===== config.mk =====
export PLATFORM = sky130hd
export DESIGN_NAME = multi_axis_sync_start
export DESIGN_NICKNAME = d
export VERILOG_FILES = /design/src/rtl/multi_axis_sync_start.v
export VERILOG_INCLUDE_DIRS = /design/src /design/src/rtl
export SDC_FILE = /design/constraint.sdc
export NUM_CORES = 1
export LEC_CHECK = 0
export BUFFER_PORTS_ARGS = -buffer_cell sky130_fd_sc_hd__buf_2
export CAP_MARGIN = 10
export CORE_ASPECT_RATIO = 1.2
export CORE_MARGIN = 1.5
export CORE_UTILIZATION = 36
export CTS_CLUSTER_SIZE = 25
export DETAILED_ROUTE_END_ITERATION = 8
export GPL_ROUTABILITY_DRIVEN = 0
export PLACE_DENSITY = 0.61
export SYNTH_ARGS = -nofsm -noshare
export SYNTH_HDL_FRONTEND = slang
export SYNTH_SLANG_ARGS = --single-unit

===== constraint.sdc =====
create_clock -name core_clk -period 3.3 [get_ports core_clk]
set_input_delay 0.165 -clock core_clk [delete_from_list [all_inputs] [get_ports core_clk]]
set_output_delay 0.165 -clock core_clk [all_outputs]
set_load 0.03 [all_outputs]

===== src/rtl/sync_start_consts.vh =====
// constants for the four-axis stop-triggered start block
// assumes a single 125 MHz clock and an AXI4-Lite register bus
// Functional notes
// - status bits 4..7 flag accel start, accel done, decel start, decel done
// - status bits 8..12 flag comparator one to five matches
// - start-sync field bits 18..19 equal 11 defers start on stop-wait
// - stop-wait mask bits 20..23, one bit per axis X,Y,Z,U
// - start when every selected axis that operated has stopped
// - stop-mode bit: 0 legacy behaviour, 1 extended behaviour
// - legacy: start only on operating-to-stopped edge after arming
// - extended: own axis may be in mask and its stop counts
// - zero-feed positioning completes at once and counts as a stop; here it makes no stop edge, so legacy waits ignore it
// - start command selects axes; 0351h X and Y, 0551h X and Z
// - status field reads 0100 while holding in stop wait
// - event flag drives active-low interrupt when its enable bit set
`ifndef SYNC_START_CONSTS_VH
`define SYNC_START_CONSTS_VH
// ****************************************************************
// register map, eight words per axis bank of 0x20 bytes
// ****************************************************************
`define ADDR_W          8
`define BANK_SH         5
`define OFF_MODE        3'h0
`define OFF_FEED        3'h1
`define OFF_ENV2        3'h2
`define OFF_IRQEN       3'h3
`define OFF_STATUS      3'h4
`define OFF_CAUSE       3'h5
`define OFF_EVENT       3'h6
`define OFF_CMD         8'h80
// ****************************************************************
// fields
// ****************************************************************
`define SYNC_LO         18
`define SYNC_HI         19
`define SYNC_STOPWAIT   2'h3
`define MASK_LO         20
`define MASK_HI         23
`define SMODE_BIT       29
`define CAUSE_LO        4
`define CAUSE_HI        12
`define CAUSE_SET_MASK  16'h1FF0
`define CMD_SEL_LO      8
`define CMD_SEL_HI      11
`define CMD_OP_MASK     16'hF0FF
`define CMD_FH_START    16'h0051
`define ST_IDLE         4'h0
`define ST_STOPWAIT     4'h4
`define ST_RUN          4'hF
`define ZERO32          32'h00000000
`define RESP_OK         2'h0
`define RESP_SLVERR     2'h2
`endif


===== src/rtl/multi_axis_sync_start.v =====
// four-axis start-condition logic with register slave
// assumes AXI4-Lite master, one write and one read in flight at most
`timescale 1ns/1ps
`include "sync_start_consts.vh"
module multi_axis_sync_start (
  core_clk,
  rstn,
  s_axi_awaddr,
  s_axi_awvalid,
  s_axi_awready,
  s_axi_wdata,
  s_axi_wstrb,
  s_axi_wvalid,
  s_axi_wready,
  s_axi_bresp,
  s_axi_bvalid,
  s_axi_bready,
  s_axi_araddr,
  s_axi_arvalid,
  s_axi_arready,
  s_axi_rdata,
  s_axi_rresp,
  s_axi_rvalid,
  s_axi_rready,
  axis_done,
  axis_running,
  int_n
);
  input  wire                core_clk;
  input  wire                rstn;
  input  wire [`ADDR_W-1:0]  s_axi_awaddr;
  input  wire                s_axi_awvalid;
  output wire                s_axi_awready;
  input  wire [31:0]         s_axi_wdata;
  input  wire [3:0]          s_axi_wstrb;
  input  wire                s_axi_wvalid;
  output wire                s_axi_wready;
  output reg  [1:0]          s_axi_bresp;
  output reg                 s_axi_bvalid;
  input  wire                s_axi_bready;
  input  wire [`ADDR_W-1:0]  s_axi_araddr;
  input  wire                s_axi_arvalid;
  output wire                s_axi_arready;
  output reg  [31:0]         s_axi_rdata;
  output reg  [1:0]          s_axi_rresp;
  output reg                 s_axi_rvalid;
  input  wire                s_axi_rready;
  input  wire [3:0]          axis_done;
  output wire [3:0]          axis_running;
  output wire                int_n;

  // ****************************************************************
  // write channel capture
  // ****************************************************************
  reg               aw_hold_ff;
  reg [`ADDR_W-1:0] aw_addr_ff;
  reg               w_hold_ff;
  reg [31:0]        w_data_ff;
  reg [3:0]         w_strb_ff;
  wire              wr_go;
  wire              rd_go;

  assign s_axi_awready = ~aw_hold_ff & ~s_axi_bvalid;
  assign s_axi_wready  = ~w_hold_ff & ~s_axi_bvalid;
  assign wr_go         = aw_hold_ff & w_hold_ff;
  assign s_axi_arready = ~s_axi_rvalid;
  assign rd_go         = s_axi_arvalid & ~s_axi_rvalid;

  // address and data latched separately, either order
  always @(posedge core_clk or negedge rstn) begin
    if (!rstn) begin
      aw_hold_ff <= 1'b0;
      w_hold_ff  <= 1'b0;
      aw_addr_ff <= 8'h00;
      w_data_ff  <= `ZERO32;
      w_strb_ff  <= 4'h0;
    end else begin
      if (s_axi_awvalid & s_axi_awready) begin
        aw_hold_ff <= 1'b1;
        aw_addr_ff <= s_axi_awaddr;
      end else if (wr_go) begin
        aw_hold_ff <= 1'b0;
      end
      if (s_axi_wvalid & s_axi_wready) begin
        w_hold_ff <= 1'b1;
        w_data_ff <= s_axi_wdata;
        w_strb_ff <= s_axi_wstrb;
      end else if (wr_go) begin
        w_hold_ff <= 1'b0;
      end
    end
  end

  // decode of the pending write
  wire [2:0] wr_off  = aw_addr_ff[4:2];
  wire [1:0] wr_bank = aw_addr_ff[6:5];
  wire       wr_cmd  = wr_go & (aw_addr_ff == `OFF_CMD);
  wire       wr_axis = wr_go & ~aw_addr_ff[7] & (aw_addr_ff[1:0] == 2'h0);
  wire       wr_ok   = wr_cmd | (wr_axis &
                       ((wr_off == `OFF_MODE) | (wr_off == `OFF_FEED) |
                        (wr_off == `OFF_ENV2) | (wr_off == `OFF_IRQEN) |
                        (wr_off == `OFF_EVENT)));
  wire [31:0] wmask = {{8{w_strb_ff[3]}}, {8{w_strb_ff[2]}},
                       {8{w_strb_ff[1]}}, {8{w_strb_ff[0]}}};
  wire [15:0] cmd_op = w_data_ff[15:0] & `CMD_OP_MASK;
  // start command: select bits pick axes started together at fh
  wire [3:0]  cmd_sel = (wr_cmd & (cmd_op == `CMD_FH_START)) ?
                        w_data_ff[`CMD_SEL_HI:`CMD_SEL_LO] : 4'h0;

  // write response
  always @(posedge core_clk or negedge rstn) begin
    if (!rstn) begin
      s_axi_bvalid <= 1'b0;
      s_axi_bresp  <= `RESP_OK;
    end else if (wr_go) begin
      s_axi_bvalid <= 1'b1;
      s_axi_bresp  <= wr_ok ? `RESP_OK : `RESP_SLVERR;
    end else if (s_axi_bready) begin
      s_axi_bvalid <= 1'b0;
    end
  end

  // ****************************************************************
  // per-axis start logic
  // ****************************************************************
  wire [3:0]   run_bc;
  wire [31:0]  rd_mode [0:3];
  wire [31:0]  rd_feed [0:3];
  wire [31:0]  rd_env  [0:3];
  wire [31:0]  rd_ien  [0:3];
  wire [3:0]   rd_st   [0:3];
  wire [15:0]  rd_cause[0:3];
  wire [3:0]   irq_ax;

  assign axis_running = run_bc;

  genvar g;
  generate
    for (g = 0; g < 4; g = g + 1) begin : ax
      localparam [3:0] S_IDLE = 4'b0001;
      localparam [3:0] S_ARM  = 4'b0010;
      localparam [3:0] S_WAIT = 4'b0100;
      localparam [3:0] S_RUN  = 4'b1000;
      reg  [3:0]  state_ff;
      reg  [3:0]  nxt_state;
      reg  [31:0] mode_ff;
      reg  [31:0] feed_ff;
      reg  [31:0] env_ff;
      reg  [31:0] ien_ff;
      reg  [15:0] cause_ff;
      reg  [3:0]  seen_ff;
      reg  [3:0]  prev_run_ff;
      wire        sel_me = wr_axis & (wr_bank == g);
      wire [3:0]  mask   = mode_ff[`MASK_HI:`MASK_LO];
      wire        sw_on  = mode_ff[`SYNC_HI:`SYNC_LO] == `SYNC_STOPWAIT;
      wire        ext    = env_ff[`SMODE_BIT];
      // legacy ignores the own axis; extended keeps it
      wire [3:0]  own    = 4'h1 << g;
      wire [3:0]  eff    = ext ? mask : (mask & ~own);
      wire [3:0]  fall   = prev_run_ff & ~run_bc;
      // extended: all selected idle, operated ones seen stop
      wire        ext_ok = ((eff & run_bc) == 4'h0);
      // legacy: a fresh stop edge after arming, rest stopped
      wire        leg_ok = ((eff & run_bc) == 4'h0) &
                           (((eff & (seen_ff | fall)) != 4'h0));
      wire        cond   = ext ? ext_ok : leg_ok;
      wire        zero_f = feed_ff == `ZERO32;

      // start state machine
      always @* begin
        nxt_state = state_ff;
        case (state_ff)
          S_IDLE: begin
            if (cmd_sel[g])
              nxt_state = sw_on ? S_WAIT : (zero_f ? S_IDLE : S_RUN);
          end
          S_WAIT: begin
            if (cond)
              nxt_state = zero_f ? S_IDLE : S_RUN;
          end
          S_RUN: begin
            if (axis_done[g])
              nxt_state = S_IDLE;
          end
          default: nxt_state = S_IDLE;
        endcase
      end

      // registers, stop history, event flags
      always @(posedge core_clk or negedge rstn) begin
        if (!rstn) begin
          state_ff    <= S_IDLE;
          mode_ff     <= `ZERO32;
          feed_ff     <= `ZERO32;
          env_ff      <= `ZERO32;
          ien_ff      <= `ZERO32;
          cause_ff    <= 16'h0000;
          seen_ff     <= 4'h0;
          prev_run_ff <= 4'h0;
        end else begin
          state_ff    <= nxt_state;
          prev_run_ff <= run_bc;
          if (sel_me & (wr_off == `OFF_MODE))
            mode_ff <= (mode_ff & ~wmask) | (w_data_ff & wmask);
          if (sel_me & (wr_off == `OFF_FEED))
            feed_ff <= (feed_ff & ~wmask) | (w_data_ff & wmask);
          if (sel_me & (wr_off == `OFF_ENV2))
            env_ff <= (env_ff & ~wmask) | (w_data_ff & wmask);
          if (sel_me & (wr_off == `OFF_IRQEN))
            ien_ff <= (ien_ff & ~wmask) | (w_data_ff & wmask);
          // stop edges only count once armed
          if (state_ff != S_WAIT)
            seen_ff <= 4'h0;
          else
            seen_ff <= seen_ff | fall;
          // event register writes set, cause read clears; set wins
          if (sel_me & (wr_off == `OFF_EVENT))
            cause_ff <= cause_ff | (w_data_ff[15:0] & `CAUSE_SET_MASK);
          else if (rd_go & (s_axi_araddr[7:5] == g) &
                   (s_axi_araddr[4:2] == `OFF_CAUSE))
            cause_ff <= 16'h0000;
        end
      end

      assign run_bc[g]   = (state_ff == S_RUN);
      assign rd_mode[g]  = mode_ff;
      assign rd_feed[g]  = feed_ff;
      assign rd_env[g]   = env_ff;
      assign rd_ien[g]   = ien_ff;
      assign rd_st[g]    = (state_ff == S_WAIT) ? `ST_STOPWAIT :
                           (state_ff == S_RUN) ? `ST_RUN : `ST_IDLE;
      assign rd_cause[g] = cause_ff;
      assign irq_ax[g]   = |(cause_ff[`CAUSE_HI:`CAUSE_LO] &
                             ien_ff[`CAUSE_HI:`CAUSE_LO]);
    end
  endgenerate

  assign int_n = ~(|irq_ax);

  // ****************************************************************
  // read channel
  // ****************************************************************
  wire [1:0] rd_bank = s_axi_araddr[6:5];
  wire [2:0] rd_off  = s_axi_araddr[4:2];
  reg  [31:0] rd_val;
  reg         rd_hit;

  // read mux
  always @* begin
    rd_val = `ZERO32;
    rd_hit = ~s_axi_araddr[7] & (s_axi_araddr[1:0] == 2'h0);
    case (rd_off)
      `OFF_MODE:   rd_val = rd_mode[rd_bank];
      `OFF_FEED:   rd_val = rd_feed[rd_bank];
      `OFF_ENV2:   rd_val = rd_env[rd_bank];
      `OFF_IRQEN:  rd_val = rd_ien[rd_bank];
      `OFF_STATUS: rd_val = {28'h0000000, rd_st[rd_bank]};
      `OFF_CAUSE:  rd_val = {16'h0000, rd_cause[rd_bank]};
      default:     rd_hit = 1'b0;
    endcase
    if (!rd_hit)
      rd_val = `ZERO32;
  end

  // read data register
  always @(posedge core_clk or negedge rstn) begin
    if (!rstn) begin
      s_axi_rvalid <= 1'b0;
      s_axi_rdata  <= `ZERO32;
      s_axi_rresp  <= `RESP_OK;
    end else if (rd_go) begin
      s_axi_rvalid <= 1'b1;
      s_axi_rdata  <= rd_val;
      s_axi_rresp  <= rd_hit ? `RESP_OK : `RESP_SLVERR;
    end else if (s_axi_rready) begin
      s_axi_rvalid <= 1'b0;
    end
  end
endmodule


==> summary by stage <==
STA
The actual transition at the worst max-transition pin is around 1000 ps. Static timing analysis puts the maximum clock frequency at between 300 and 400 MHz. The post-route worst hold slack is 33.0 ps. The setup clock skew after layout is between 20 and 30 ps. In this run the tightest slew margin relative to its limit is between 30% and 40%.

Dividing the final minimum period by the clock period gives 84.2%. The number of failing hold endpoints at the final stage came to 0. The final number of max-transition violations is 0. Setup repair after global routing left no endpoint under its margin. Setup total negative slack on the finished layout was measured at 0 ps. Setup violations remaining at the end of the flow were counted as 0. The routed design could run at a clock period as short as 2780 ps.

Finish
Summing all flip-flop and latch instances after layout gives about 16,000 um2. In the final layout, the multi-input gates occupy 13,000 um2. The share of layout cells above drive strength 1 is between 40 and 50%. Relative to the synthesized area, the layout overhead comes to 16.5%. The utilization after layout is approximately 42%.

The number of antenna diodes is 0. For this run, the post-layout net count is between 2,000 and 2,500. The summed area of non-filler cells in the final layout is between 30,000 and 40,000 um2. The fill cell total of the finished layout is ~7,500.

Clock network
Hold repair after CTS inserted 53 buffers. The number of buffers added by the clock tree synthesis step is 69. No sink is reached through more buffers than the 3 on the longest clock path. In this run the number of H-tree levels came out at 3.

The sink count of the clock tree is approximately 660. After clock tree synthesis, the clock-pin slew on the worst setup and hold paths is approximately 60 ps. The later-pin clock latency in the skew report is between 600 and 700 ps. The master cell of the clock root buffer is sky130_fd_sc_hd__clkbuf_16. After clock tree synthesis, the setup repair step added 0 buffers.

TritonCTS built the clock tree. The number of gates resized after CTS was 0.

Critical path
The slowest stage of the critical path belongs to the cell sky130_fd_sc_hd__nor4_1. STA classifies the critical path startpoint as a register. The number of cell instances on the worst register-to-register path is 5. At the worst endpoint, the required time is between 3000 and 4000 ps. In this run the worst path has a maximum fanout of 3. The worst path arrival time is ~2600 ps. Broken down by cell family, the worst path's largest delay share belongs to compound AO/OA/AOI/OAI gates.

The kind of end point of the critical path is an output pin. The signal on the critical path passes through a22o_1, a221oi_1, nand4_1, nor4_1, buf_2. The number of buffers and inverters on the critical path is 1.

By startpoint and endpoint, the worst setup path is classified as reg2out. In this run the number of cells on the critical path is 5. The largest incremental delay on the critical path is about 470 ps.

Global routing
Entering global routing, the biggest net connects between 100 and 150 pins. The total overflow reported by the global router is 0. The first-pass GRT wire length is between 100,000 and 150,000 um. The via count of the first global-routing pass is 20,100. For this run, the total global-route usage over all layers was measured as around a fifth. The initial antenna violation count is 2.

Yosys
The main flop type after synthesis is sky130_fd_sc_hd__dfrtp_1. The gate count after technology mapping is around 2,000. The netlist uses 63 different library cells. Dividing the synthesized area by the synthesized cell count gives 14.7 um2. Summing every instance area after synthesis gives roughly 30,000 um2.

By count the netlist is led by sky130_fd_sc_hd__dfrtp_1, sky130_fd_sc_hd__mux2_2, sky130_fd_sc_hd__mux4_2. The share of the yosys chip area belonging to registers is between 50% and 60%. For this run, the number of Yosys warnings is 0. The number of synthesized flops with an enable pin is 0. The dominant cell by count in the synthesized netlist is sky130_fd_sc_hd__dfrtp_1.

In the synthesized netlist the async set-or-reset flop fraction comes to 100%. The share of synthesized area in the top cell type comes to a little over half. By area the synthesized netlist is led by sky130_fd_sc_hd__dfrtp_1, sky130_fd_sc_hd__mux2_2, sky130_fd_sc_hd__mux4_2, sky130_fd_sc_hd__mux2i_1, sky130_fd_sc_hd__nor2_1. The number of register bits inferred by synthesis is 658.

The cell type contributing the most total cell area after synthesis is sky130_fd_sc_hd__dfrtp_1.

Place
Once detailed placement completed, the half-perimeter wirelength came to 58,400 um. Once placement finished, the instance area stood at roughly 32,000 um2. Port buffering added approximately 110 buffers.

Drt
The routed via count is 18,900. Before antenna repair, the detailed router went through 5 iterations. The count of unresolved DRC violations after routing is 0. The final routed wire length divided by cell count is roughly 25 um.

Dividing the detail-routed via count by the number of cells gives around 5.6. Once detail routing completed, the nets flagged for antenna violations numbered 0. The DRC violation total after the first TritonRoute iteration is ~1,500. The total wire length after detailed routing is roughly 85,000 um.

Floorplanning
The standard cell core area is a little over 80,000 um2. The number of primary I/O pins is 109. The initial utilization of the core area, before any placement, comes to a little over a third. The die boundary width is 266 um. The floorplan step defined a die boundary enclosing around 85,000 um2. The die span in y is between 300 and 400 um. The floorplan has ~120 rows.

Hold path
The type of the worst min-delay path is in2async.

Job
The number of maximum-capacitance constraint violations is 0.

Power and ir drop
The analysis attributes to cell leakage a power of roughly 17 nW. Across the VDD grid, the largest voltage drop is slightly below 300 uV. Dividing total power by cell area gives a power density of roughly 640 nW/um2.

Outcome
The run finished with clean final reports.
==> through the flow <==
step | total power [mW] | instances | setup WS (ps)
after floorplan | 12.5 | 2041 | 966
after global placement | 14.3 | 3203 | -90.5
after detailed placement | 14.5 | 3205 | 619
after CTS | 22.6 | 3381 | 481
after global routing | 23.3 | 3381 | 415
final | 22.4 | 3381 | 520
==> per-layer routing <==
metal	up-vias	wire (um)	GRT usage [%]
met1	10100	35000	26.1
li1	8064	-	-
met3	127	4560	3.09
met2	609	42900	34.6
met4	0	2570	7.22
met5	-	0	0
==> final cells by class <==
type                    instances  share of cell area (%)
clock buffers                  98                    5.78
clock inverters                25                   0.947
inverters                      15                   0.161
multi-input cells            1250                    37.2
flip-flops and latches        658                    47.2
well taps                    1111                    3.99
repair buffers                224                    4.72
==> worst reg2reg max path, delay by kind of cell (launching register included) <==
family,cells,cell delay (ps)
flip-flops,1,390
multiplexers,1,370
AND/OR/NAND/NOR,4,1870
==> kinds of logic after synthesis <==
| kind of cell | share of synthesized area [%] |
|---|---|
| compound gates | 5.06 |
| mux | 32.8 |
| simple gates | 5.31 |
| other cells | 0.0125 |
| flops | 55.0 |
| buf+inv | 1.84 |
==> power by group <==
part           internal, mW  switching, mW  total [mW]
combinational          1.69           2.09        3.78
sequential             8.96           1.60        10.6
clock                  4.69           3.36        8.05
==> sequential cells by signal, indices dropped and copies added (netlist names), 4 cells and up <==
name and flops:
ax.mode_ff 128, s_axi_rdata 32, ax.cause_ff 36, aw_addr_ff 8, ax.ien_ff 128, ax.state_ff 12
w_data_ff 32, ax.feed_ff 128, ax.env_ff 128, ax.seen_ff 12, ax.prev_run_ff 4, w_strb_ff 4
==> worst paths after layout <==
kind / startpoint / endpoint / slack, ps
min reg2reg: ax[2].mode_ff[15]$_DFFE_PN0P_ / ax[2].mode_ff[15]$_DFFE_PN0P_ / 500
max reg2reg: aw_hold_ff$_DFFE_PN0P_ / ax[2].ien_ff[18]$_DFFE_PN0P_ / 550
max: ax[0].cause_ff[8]$_DFFE_PN0P_ / int_n / 520
min in group core_clk: s_axi_araddr[1] / s_axi_rdata[4]$_DFFE_PN0P_ / 100
min: rstn / ax[1].ien_ff[16]$_DFFE_PN0P_ / 30
max in group asynchronous: rstn / w_data_ff[30]$_DFFE_PN0P_ / 2070
==> placed cells by master (no fill, tap or decap), drive strengths merged, types with 11 or more instances in the layout <==
| cell type | instances |
|---|---|
| a21o | 14 |
| mux2i | 38 |
| buf | 170 |
| dfrtp | 654 |
| a22oi | 17 |
| clkbuf | 99 |
| a21oi | 46 |
| nor4 | 36 |
| mux2 | 561 |
| nand2 | 93 |
| a32oi | 15 |
| o21ai | 24 |
| and2 | 11 |
| a22o | 23 |
| mux4 | 138 |
| clkinv | 15 |
| nand4 | 12 |
| inv | 19 |
| a221o | 20 |
| dlygate4sd3 | 53 |
| o21bai | 12 |
| nor2 | 94 |
(Power assumes the default switching activity.)
